<file path="src/stx_pkg.sv">
// constants and types shared by the 8b/10b serial transmitter
// assumes one clock that runs at the serial bit rate
package stx_pkg;
   // ----------------------------------------------------------------
   // symbol timing
   // ----------------------------------------------------------------
   localparam int unsigned CLK_HZ = 50_000_000;
   localparam int unsigned BITS_PER_SYM = 10;
   localparam logic [3:0] CNT_LAST = 4'h9;
   localparam logic [3:0] CNT_RESET = 4'h0;
   // read strobe is low while the bit counter is below this value
   localparam logic [3:0] STROBE_LOW_END = 4'h5;

   // ----------------------------------------------------------------
   // symbols and field layout
   // ----------------------------------------------------------------
   localparam logic [7:0] COMMA_BYTE = 8'hbc;
   localparam logic [4:0] K28_LOW = 5'h1c;
   localparam int unsigned LOW_LSB = 0;
   localparam int unsigned HIGH_LSB = 5;
   // violation symbol for negative disparity, complemented for positive
   localparam logic [9:0] VIOL_SYM_NEG = 10'h278;
   localparam logic [9:0] SYM_RESET = 10'h000;
   localparam logic RD_RESET = 1'b0;

   // ----------------------------------------------------------------
   // self-test generator
   // ----------------------------------------------------------------
   localparam logic [8:0] LFSR_SEED = 9'h1ff;
   localparam int unsigned LFSR_TAP = 4;
   localparam logic [7:0] BYTE_RESET = 8'h00;

   typedef struct packed {
      logic [7:0] data;
      logic ctrl;
      logic viol;
      logic comma;
   } stx_word_t;
endpackage

</file>
<file path="src/stx_sym_if.sv">
// carries one held input word to the encoder and the code back
// assumes both ends sit in the same clock domain
`timescale 1ns/1ns
interface stx_sym_if;
   import stx_pkg::*;
   stx_word_t word;
   logic bypass;
   logic rd_in;
   logic [9:0] sym;
   logic rd_out;

   modport enc (input word, input bypass, input rd_in, output sym, output rd_out);
   modport core (output word, output bypass, output rd_in, input sym, input rd_out);
endinterface

</file>
<file path="src/stx_enc.sv">
// combinational 8b/10b encoder with bypass and violation insert
// assumes the caller holds running disparity between symbols
`timescale 1ns/1ns
module stx_enc
   import stx_pkg::*;
(
   stx_sym_if.enc sym_if
);
   // ----------------------------------------------------------------
   // code tables, negative disparity form, bit a in the msb
   // ----------------------------------------------------------------
   function automatic logic [5:0] tab6(input logic [4:0] x);
      logic [5:0] t;
      t = 6'h00;
      unique case (x)
         5'd0: t = 6'b100111; 5'd1: t = 6'b011101; 5'd2: t = 6'b101101; 5'd3: t = 6'b110001;
         5'd4: t = 6'b110101; 5'd5: t = 6'b101001; 5'd6: t = 6'b011001; 5'd7: t = 6'b111000;
         5'd8: t = 6'b111001; 5'd9: t = 6'b100101; 5'd10: t = 6'b010101; 5'd11: t = 6'b110100;
         5'd12: t = 6'b001101; 5'd13: t = 6'b101100; 5'd14: t = 6'b011100; 5'd15: t = 6'b010111;
         5'd16: t = 6'b011011; 5'd17: t = 6'b100011; 5'd18: t = 6'b010011; 5'd19: t = 6'b110010;
         5'd20: t = 6'b001011; 5'd21: t = 6'b101010; 5'd22: t = 6'b011010; 5'd23: t = 6'b111010;
         5'd24: t = 6'b110011; 5'd25: t = 6'b100110; 5'd26: t = 6'b010110; 5'd27: t = 6'b110110;
         5'd28: t = 6'b001110; 5'd29: t = 6'b101110; 5'd30: t = 6'b011110; 5'd31: t = 6'b101011;
      endcase
      return t;
   endfunction

   function automatic logic [3:0] tab4(input logic [2:0] y);
      logic [3:0] t;
      t = 4'h0;
      unique case (y)
         3'd0: t = 4'b1011; 3'd1: t = 4'b1001; 3'd2: t = 4'b0101; 3'd3: t = 4'b1100;
         3'd4: t = 4'b1101; 3'd5: t = 4'b1010; 3'd6: t = 4'b0110; 3'd7: t = 4'b1110;
      endcase
      return t;
   endfunction

   function automatic logic balanced(input logic [5:0] v, input logic [2:0] half);
      logic [2:0] n;
      n = 3'd0;
      for (int i = 0; i < 6; i++) begin
         n = n + {2'b00, v[i]};
      end
      return n == half;
   endfunction

   // ----------------------------------------------------------------
   // encoding
   // ----------------------------------------------------------------
   logic [4:0] x;
   logic [2:0] y;
   logic k28;
   logic [5:0] c6;
   logic [3:0] c4;
   logic bal6;
   logic bal4;
   logic rd_mid;
   logic alt7;

   always_comb begin
      x = sym_if.word.data[LOW_LSB +: 5];
      y = sym_if.word.data[HIGH_LSB +: 3];
      k28 = sym_if.word.ctrl && (x == K28_LOW);
      c6 = k28 ? 6'b001111 : tab6(x);
      bal6 = balanced(c6, 3'd3);
      if (sym_if.rd_in && (!bal6 || x == 5'd7)) begin
         c6 = ~c6;
      end
      rd_mid = sym_if.rd_in ^ !bal6;
      // alternate form keeps run length at five, control codes always use it
      alt7 = (y == 3'd7) && (sym_if.word.ctrl ||
             (!rd_mid && (x == 5'd17 || x == 5'd18 || x == 5'd20)) ||
             (rd_mid && (x == 5'd11 || x == 5'd13 || x == 5'd14)));
      c4 = alt7 ? 4'b0111 : tab4(y);
      bal4 = balanced({2'b00, c4}, 3'd2);
      // control x.28 flips its balanced 4b codes other than y of 3 on the opposite disparity to data codes
      if ((rd_mid && (!bal4 || y == 3'd3)) || (k28 && bal4 && y != 3'd3 && !rd_mid)) begin
         c4 = ~c4;
      end
      sym_if.sym = {c6, c4};
      sym_if.rd_out = rd_mid ^ !bal4;
      if (sym_if.word.comma) begin
         sym_if.sym = sym_if.rd_in ? 10'b1100000101 : 10'b0011111010;
         sym_if.rd_out = !sym_if.rd_in;
      end else if (sym_if.word.viol) begin
         // balanced, so disparity is left alone
         sym_if.sym = sym_if.rd_in ? ~VIOL_SYM_NEG : VIOL_SYM_NEG;
         sym_if.rd_out = sym_if.rd_in;
      end
      if (sym_if.bypass) begin
         // bit a is the qualifier, bit j the violation input
         sym_if.sym[9] = sym_if.word.ctrl;
         for (int i = 0; i < 8; i++) begin
            sym_if.sym[8 - i] = sym_if.word.data[i];
         end
         sym_if.sym[0] = sym_if.word.viol;
         sym_if.rd_out = sym_if.rd_in;
      end
   end
endmodule

</file>
<file path="src/stx_top.sv">
// 8b/10b serial transmitter: input register, encoder, shifter, outputs
// assumes i_clk is the bit clock; a byte time is ten clocks, counted here
//
// Contract
// - load_now_n low captures data, qualifier and violation at byte edge.
// - load_next_n low at an edge loads the inputs at the next edge.
// - no enable low at a byte edge, with no load_next_n pending, sends the comma symbol.
// - data, qualifier and violation bit are latched together as one word.
// - qualifier high uses special table, low uses data table.
// - violation bit set sends a defined violation symbol instead.
// - bypass mode sends the ten input bits raw, bit a first.
// - one 10-bit symbol per byte time, shifted at ten times byte rate.
// - shifter transfer timed by internal counter only, not pin levels.
// - same serial stream drives all three serial outputs.
// - output-off forces first two outputs low, third keeps data.
// - output-off acts within few bits, not aligned to symbols.
// - self-test turns input register into 511-state LFSR generator.
// - byte-rate read strobe from internal counter, fixed width and phase.
`timescale 1ns/1ns
module stx_top
   import stx_pkg::*;
(
   input wire logic i_clk,
   input wire logic i_reset,
   input wire logic [7:0] i_data,
   input wire logic i_ctrl_or_data_sel,
   input wire logic i_force_violation,
   input wire logic i_load_now_n,
   input wire logic i_load_next_n,
   input wire logic i_bypass_mode,
   input wire logic i_self_test_enable_n,
   input wire logic i_serial_out_off,
   output logic o_serial_out_first,
   output logic o_serial_out_second,
   output logic o_serial_out_loopback,
   output logic o_fifo_read_strobe_n,
   output logic o_byte_tick
);
   // ----------------------------------------------------------------
   // state
   // ----------------------------------------------------------------
   typedef struct packed {
      logic [3:0] cnt;
      logic [9:0] sh;
      logic rd;
      stx_word_t word;
      logic pend;
      logic [8:0] lfsr;
      logic out_first;
      logic out_second;
      logic out_loop;
      logic strobe_n;
      logic tick;
   } stx_state_t;

   stx_state_t cur_ff;
   stx_state_t nxt_st;
   logic byte_edge;
   logic take;

   stx_sym_if sym_if ();

   assign sym_if.word = cur_ff.word;
   assign sym_if.bypass = i_bypass_mode;
   assign sym_if.rd_in = cur_ff.rd;

   stx_enc u_enc (
      .sym_if(sym_if)
   );

   // ----------------------------------------------------------------
   // next state
   // ----------------------------------------------------------------
   always_comb begin
      nxt_st = cur_ff;
      // byte edge comes from the counter alone
      byte_edge = (cur_ff.cnt == CNT_LAST);
      take = !i_load_now_n || cur_ff.pend;
      nxt_st.cnt = byte_edge ? CNT_RESET : cur_ff.cnt + 4'h1;
      nxt_st.sh = {cur_ff.sh[8:0], 1'b0};
      if (byte_edge) begin
         // held word goes out in the byte after it was taken
         nxt_st.sh = sym_if.sym;
         nxt_st.rd = sym_if.rd_out;
         nxt_st.pend = !i_load_next_n;
         if (!i_self_test_enable_n) begin
            // maximal length x^9 + x^5 + 1, so 511 states
            nxt_st.lfsr = {cur_ff.lfsr[7:0], cur_ff.lfsr[8] ^ cur_ff.lfsr[LFSR_TAP]};
            nxt_st.word.data = cur_ff.lfsr[7:0];
            nxt_st.word.ctrl = cur_ff.lfsr[8];
            nxt_st.word.viol = cur_ff.lfsr[8] && (cur_ff.lfsr[7:0] == BYTE_RESET);
            nxt_st.word.comma = 1'b0;
         end else if (take) begin
            nxt_st.lfsr = LFSR_SEED;
            nxt_st.word.data = i_data;
            nxt_st.word.ctrl = i_ctrl_or_data_sel;
            nxt_st.word.viol = i_force_violation;
            nxt_st.word.comma = 1'b0;
         end else begin
            // keeps the far end framed while idle
            nxt_st.lfsr = LFSR_SEED;
            nxt_st.word.data = COMMA_BYTE;
            nxt_st.word.ctrl = 1'b1;
            nxt_st.word.viol = 1'b0;
            nxt_st.word.comma = 1'b1;
         end
      end
      // gating is unsynchronised to symbols on purpose
      nxt_st.out_first = cur_ff.sh[9] && !i_serial_out_off;
      nxt_st.out_second = cur_ff.sh[9] && !i_serial_out_off;
      nxt_st.out_loop = cur_ff.sh[9];
      // width set by the counter, never by input timing
      // falls only at a byte edge, so the first pulse after reset is never cut short
      if (byte_edge) begin
         nxt_st.strobe_n = 1'b0;
      end else if (nxt_st.cnt == STROBE_LOW_END) begin
         nxt_st.strobe_n = 1'b1;
      end else begin
         nxt_st.strobe_n = cur_ff.strobe_n;
      end
      nxt_st.tick = byte_edge;
   end

   // ----------------------------------------------------------------
   // registers
   // ----------------------------------------------------------------
   always_ff @(posedge i_clk) begin
      if (i_reset) begin
         cur_ff <= '{cnt: CNT_RESET, sh: SYM_RESET, rd: RD_RESET,
                     word: '{data: COMMA_BYTE, ctrl: 1'b1, viol: 1'b0, comma: 1'b1},
                     pend: 1'b0, lfsr: LFSR_SEED, out_first: 1'b0, out_second: 1'b0,
                     out_loop: 1'b0, strobe_n: 1'b1, tick: 1'b0};
      end else begin
         cur_ff <= nxt_st;
      end
   end

   assign o_serial_out_first = cur_ff.out_first;
   assign o_serial_out_second = cur_ff.out_second;
   assign o_serial_out_loopback = cur_ff.out_loop;
   assign o_fifo_read_strobe_n = cur_ff.strobe_n;
   assign o_byte_tick = cur_ff.tick;
endmodule

</file>
<file path="config.mk">
export PLATFORM = sky130hd
export DESIGN_NAME = stx_top
export DESIGN_NICKNAME = d
export VERILOG_FILES = /design/src/stx_pkg.sv /design/src/stx_sym_if.sv /design/src/stx_enc.sv /design/src/stx_top.sv
export SDC_FILE = /design/constraint.sdc
export NUM_CORES = 1
export LEC_CHECK = 0
export ABC_AREA = 1
export BUFFER_PORTS_ARGS = -buffer_cell sky130_fd_sc_hd__buf_2
export CORE_ASPECT_RATIO = 0.5
export CORE_MARGIN = 2
export CORE_UTILIZATION = 55
export CTS_CLUSTER_SIZE = 28
export DETAILED_ROUTE_END_ITERATION = 12
export PLACE_DENSITY_LB_ADDON = 0.08
export SYNTH_ARGS = -nofsm -noshare
export SYNTH_HDL_FRONTEND = slang
export SYNTH_SLANG_ARGS = --single-unit
</file>
<file path="constraint.sdc">
create_clock -name i_clk -period 9.6 [get_ports i_clk]
set_input_delay 1.92 -clock i_clk [delete_from_list [all_inputs] [get_ports i_clk]]
set_output_delay 1.92 -clock i_clk [all_outputs]
set_load 0.02 [all_outputs]
</file>
Yosys cells after proc, flatten, opt, wreduce, memory -nomap -nowiden
Memory sizes are Yosys's and may differ from the RTL's. A register that Yosys moved wholly into a read port is not among the register bits.
Index checks and enable logic that the tools add are counted.
{ "word_totals": {"rom_bits": 224, "elab_cells": 103, "input_bits": 17, "mem_count": 2, "register_bits": 40, "output_inout_bits": 5} }
{ "mem_list": {"columns": ["memory", "depth", "word_bits", "read_ports", "rd_ports_with_merged_regs", "wr", "line_no", "rtl"], "rows": [
  ["(no name shown)", 32, 6, 1, 1, 0, "stx_enc.sv:15", "unique case (x)"],
  ["(no name shown)", 8, 4, 1, 1, 0, "stx_enc.sv:31", "unique case (y)"]
]} }
{ "op_classes": {"bitwise": 7, "n_eq_ne": 16, "muxes": 23, "reduce_logical": 32, "add_sub_neg": 9} }
{ "ops": {"columns": ["operator", "n"], "rows": [
  ["10-bit 2-to-1 mux", 5],
  ["32-bit 2-to-1 mux", 1],
  ["11-bit 2-to-1 mux", 2],
  ["5-bit == test (second input constant)", 4],
  ["3-bit by 1-bit adder with 3-bit output", 6],
  ["5-bit by 4-bit == test with 1-bit output (second input constant)", 3],
  ["4-bit 2-to-1 mux", 3],
  ["6-bit 2-to-1 mux", 2],
  ["1-bit logical AND", 11],
  ["1-bit logical OR", 10],
  ["5-bit 2-to-1 mux", 2],
  ["3-bit by 2-bit == test with 1-bit output (second input constant)", 3],
  ["9-bit 2-to-1 mux", 1],
  ["8-bit logical NOT", 1],
  ["1-bit logical NOT", 7],
  ["3-bit 2-to-1 mux", 2],
  ["6-bit inverter", 1],
  ["5-bit by 3-bit == test with 1-bit output (second input constant)", 1],
  ["1-bit 2-to-1 mux", 5],
  ["1-bit by 1-bit adder with 2-bit output", 2],
  ["4-bit by 1-bit adder with 4-bit output (second input constant)", 1],
  ["4-bit by 3-bit == test with 1-bit output (second input constant)", 1],
  ["4-bit == test (second input constant)", 1],
  ["4-bit inverter", 1],
  ["other kinds (8)", 11]
]} }

Depth between registers and ports, before layout
{ "logic_depth": {"depth_word": 30, "depth_mapped": 35} }

By module
A second synthesis with hierarchy kept.
{ "unflattened": {"hier_cells": 402, "area_unflattened_um2": 2626.3} }
{ "by_module_without_submodules": {"columns": ["mod", "cells_each", "n_inst", "seq_area_each_um2", "area_per_inst_um2"], "rows": [
  ["stx_top", 205, 1, 800.8, 1570.3],
  ["stx_enc", 197, 1, 0.0, 1056.0]
]} }

Worst setup path before layout
Ideal clock, no wire load.
{ "synth_path": {"path_kind": "register -> register", "startpoint": "register cur_ff[18] (netlist bit)", "endpoint": "register cur_ff[29] (netlist bit)", "stages_incl_launch_ff": 35, "setup_slack_ns": 4.653, "t_required_ns": 9.488, "arrival_time_ns": 4.835, "n_path_buf": 0, "setup_time_ns": 0.112, "path_cell_list": "dfxtp_1 > nor2_1 > nand4_4 > nand2_1 > ha_1 > inv_1 > fa_1 > inv_1 > fa_1 > fa_1 > nand2_1 > nor2_1 > nand2_1 > nand2_1 > inv_2 > nand2_1 > nand3_2 > nand2_4 > nand2_2 > ha_1 > inv_1 > fa_1 > inv_1 > ha_1 > nand2_1 > nor2_1 > nand2_1 > o21ai_1 > o21ai_2 > inv_2 > nand2_1 > nand3_1 > nand2_1 > nand2_1 > nand2_1"} }
{ "synth_via": {"elab_chain_len": 30, "word_cells_on_any_way": 45} }
{ "synth_lines": {"columns": ["element", "line_no", "rtl"], "rows": [
  ["start: declaration", "stx_top.sv:56", "stx_state_t cur_ff;"],
  ["start signal: assignment", "stx_top.sv:129", "cur_ff <= '{cnt: CNT_RESET, sh: SYM_RESET, rd: RD_RESET,"],
  ["start signal: assignment", "stx_top.sv:134", "cur_ff <= nxt_st;"],
  ["5-bit == test", "stx_enc.sv:63", "k28 = sym_if.word.ctrl && (x == K28_LOW);"],
  ["1-bit logical AND", "stx_enc.sv:63", null],
  ["6-bit 2-to-1 mux", "stx_enc.sv:64", "c6 = k28 ? 6'b001111 : tab6(x);"],
  ["1-bit by 1-bit adder with 2-bit output", "stx_enc.sv:42", "n = n + {2'b00, v[i]};"],
  ["3-bit by 1-bit adder with 3-bit output (4 in series)", "stx_enc.sv:42", null],
  ["3-bit by 2-bit == test with 1-bit output", "stx_enc.sv:44", "return n == half;"],
  ["1-bit logical NOT", "stx_enc.sv:69", "rd_mid = sym_if.rd_in ^ !bal6;"],
  ["1-bit bitwise XOR", "stx_enc.sv:69", null],
  ["[11 not listed]", null, null],
  ["1-bit logical OR / 1-bit logical AND (equally long branches)", "stx_enc.sv:77", "if ((rd_mid && (!bal4 || y == 3'd3)) || (k28 && bal4 && y != 3'd3 && !rd_mid)) begin"],
  ["1-bit logical AND", "stx_enc.sv:77", null],
  ["1-bit logical OR", "stx_enc.sv:77", null],
  ["4-bit 2-to-1 mux (*)", "stx_enc.sv:77", null],
  ["10-bit 2-to-1 mux (*)", "stx_enc.sv:85", "end else if (sym_if.word.viol) begin"],
  ["10-bit 2-to-1 mux (*)", "stx_enc.sv:82", "if (sym_if.word.comma) begin"],
  ["10-bit 2-to-1 mux (*)", "stx_enc.sv:90", "if (sym_if.bypass) begin"],
  ["32-bit 2-to-1 mux (*)", "stx_top.sv:81", "if (byte_edge) begin"]
]} }
Every way passes the cells marked *; elsewhere a longest branch is shown, timed or not.
A chain may end at the register's enable or synchronous reset.

Worst setup path in the final report
Ends and elaborated chain as after synthesis.

==> results by group <==
Synth
  • Seq/Total Area, Yosys: 34.2%
  • Yosys reg bits: 50
  • Async set or reset register ratio after synthesis: 0%
  • Synth Instances: 388
  • Ys Warns: 0
  • Post-synth EDFFs: 0
  • Number of library cell types mapped by synthesis: 45
  • Synthesized area: 0.00293 mm^2
  • Mapped Nets: 421
  • Predominant post-synthesis flop cell: dfxtp_1
  • Syn_area_per_cell: 7.55 um^2

Floorplan
  • Core area: 0.00502 mm^2
  • FP Rows: 18
  • Chip width: 107 um
  • Starting Density: 58.3%
  • Ports: 22
  • Die area: 0.00596 mm^2
  • Die height: 55.6 um

Power
  • Leak Pwr: 1.49 nW
  • Tot Pwr: 0.000367 W
  • Max VDD drop: 0.0715 mV
  • PD cells: 117 mW/mm^2

Clock network
  • Cts hold-fix bufs: 0
  • Latest clock arrival within the worst-skew pair: 0.32 ns
  • Clock Sinks: 50
  • Clk root buf: clkbuf_8
  • Num CTS Buffers: 5
  • Clk slew on worst S/H paths: 0.11 ns
  • H-tree levels: 2
  • Total setup buffers inserted after CTS: 0
  • CTS tree: done
  • Max clock buf depth: 2
  • Post_cts resized: 0

GRT
  • Gr ovfl total: 0
  • First-pass GRT wire length: 10800 um
  • Initial antenna violation count: 0
  • Largest net degree at the start of global routing: 22
  • Vias in the first global route: 2348
  • GRT Util Overall: 22.8%

Route
  • Routed len/inst: 13.6 um
  • DRC viols: 0
  • Via/cell ratio: 5.51
  • Detailed Routing Iterations Pass 1: 5
  • DR iter-0 viols: 130
  • Via Count: 2623
  • Drt total wl: 6460 um
  • ANT nets after route: 0

Place
  • Final Wtd Congestion: 0.838
  • PortBufs: 21
  • DPL Wire Length: 4870 um

STA
  • Hold WS: 0.434 ns
  • Final period utilization: 56.6%
  • Fin crit period: 5.43 ns
  • Final setup vio count: 0
  • Maximum clock frequency: 184 MHz
  • Fin. Hold Viols: 0
  • RSZ-0062 raised after global routing: false
  • Setup Skew: 0.0149 ns
  • Post-route setup TNS: 0 ns
  • Slew margin rel.: 61.8%
  • Max Slew Vio Count: 0
  • Measured slew at the worst slew-check pin: 0.573 ns

Layout
  • Area of the multi-input gates: 0.00162 mm^2
  • Register area: 0.00100 mm^2
  • Number of fill cells: 455
  • Layout area overhead: 6.83%
  • Final Core Density: 62.3%
  • Diode count: 0
  • Commonest non-fill, non-tap cell in the layout: nand2_1
  • Fin nets: 438
  • Layout cells sized above 1: 19.2%
  • Commonest cells after routing, fill and taps aside: 68 x nand2_1, 50 x dfxtp_1, 46 x inv_1

Critical path
  • Worst path max stage delay: 0.53 ns
  • CP Class: flop to flop
  • Max FO, Critical Path: 8
  • Slowest-stage cell, CP: fa_1
  • Reg-to-reg startpoint: cur_ff[18]
  • Startpoint Class: flop
  • Worst path top cell family by delay: adder cells
  • Most numerous cell on the critical path: nand2_1
  • CP Capture Type: flop
  • Worst endpoint required time: 9.83 ns
  • WP data arrival: 5.66 ns
  • CP startpoint: cur_ff[18]
  • Sum of buffers and inverters on the critical path: 6

Worst hold path
  • Worst hold path class: flop to flop
  • Hold path startpoint: cur_ff[34]

Run
  • Max cap viols: 0

Status
  • Status: finished clean
synthesized netlist by cell type (6+ instances only):
library cell | instances | share of area [%]
nand2_1 | 68 | 8.7
dfxtp_1 | 50 | 34
inv_1 | 46 | 5.9
nor2_1 | 28 | 3.6
a21oi_1 | 27 | 4.6
o21ai_0 | 27 | 4.6
nand3_1 | 22 | 3.8
ha_1 | 12 | 5.1
inv_2 | 9 | 1.2
nand2_2 | 9 | 1.9
o21ai_1 | 7 | 1.2
o211ai_1 | 6 | 1.5
worst register-to-register path, delay by kind of cell, from the launching register on:
family,cells,cell delay [ns]
and+or+nand+nor,19,1.69
AOI/OAI and AO/OA,2,0.31
DFF,1,0.46
adders and majority gates,7,2.51
buffers and inverters,6,0.39
area by class of cell:
| class | instances | area share (%) |
|---|---|---|
| flip-flops and latches | 50 | 32.0 |
| multi-input cells | 270 | 51.7 |
| well taps | 70 | 2.80 |
| inverters | 57 | 7.07 |
| clock buffers | 5 | 2.20 |
| clock inverters | 3 | 0.919 |
| repair buffers | 21 | 3.36 |
kinds of logic (layout without fill, tap and decap cells):
group	after synthesis	in the layout	synth area share (%)
flops	50	50	34.2
fa+ha+maj	16	16	7.86
xor+xnor	7	7	2.09
simple gates	154	154	25.3
buf+inv	68	86	10.6
compound gates	93	93	20.0
report_power, final:
group / internal [W] / total, W / switching (W)
clock network: 0.0000542 / 0.000134 / 0.0000799
registers: 0.000209 / 0.000210 / 0.00000115
logic: 0.00000785 / 0.0000234 / 0.0000156
stage by stage:
stage | instance area [um^2] | std cells | setup slack, ns
floorplan | 2930 | 388 | 4.65
global placement | 3030 | 468 | 4.42
detailed placement | 3030 | 468 | 4.16
CTS | 3130 | 476 | 4.18
global route | 3130 | 476 | 3.78
finish | 3130 | 476 | 4.17
layer usage:
layer	routed length, um	global-route usage [%]	up-vias
li1	-	-	1307
met1	3040	31.9	1208
met2	2840	36.0	97
met3	524	5.50	11
met4	54	4.82	0
met5	0	0	-
worst paths after layout:
| check | slack (ns) | end | depth (start not counted) |
|---|---|---|---|
| setup / recovery | 4.17 | cur_ff[29] | 34 |
| hold / removal | 0.43 | cur_ff[35] | 2 |
| setup reg to reg | 4.17 | cur_ff[29] | 34 |
| hold reg to reg | 0.43 | cur_ff[35] | 2 |
Power figures use the tool's default switching activity.
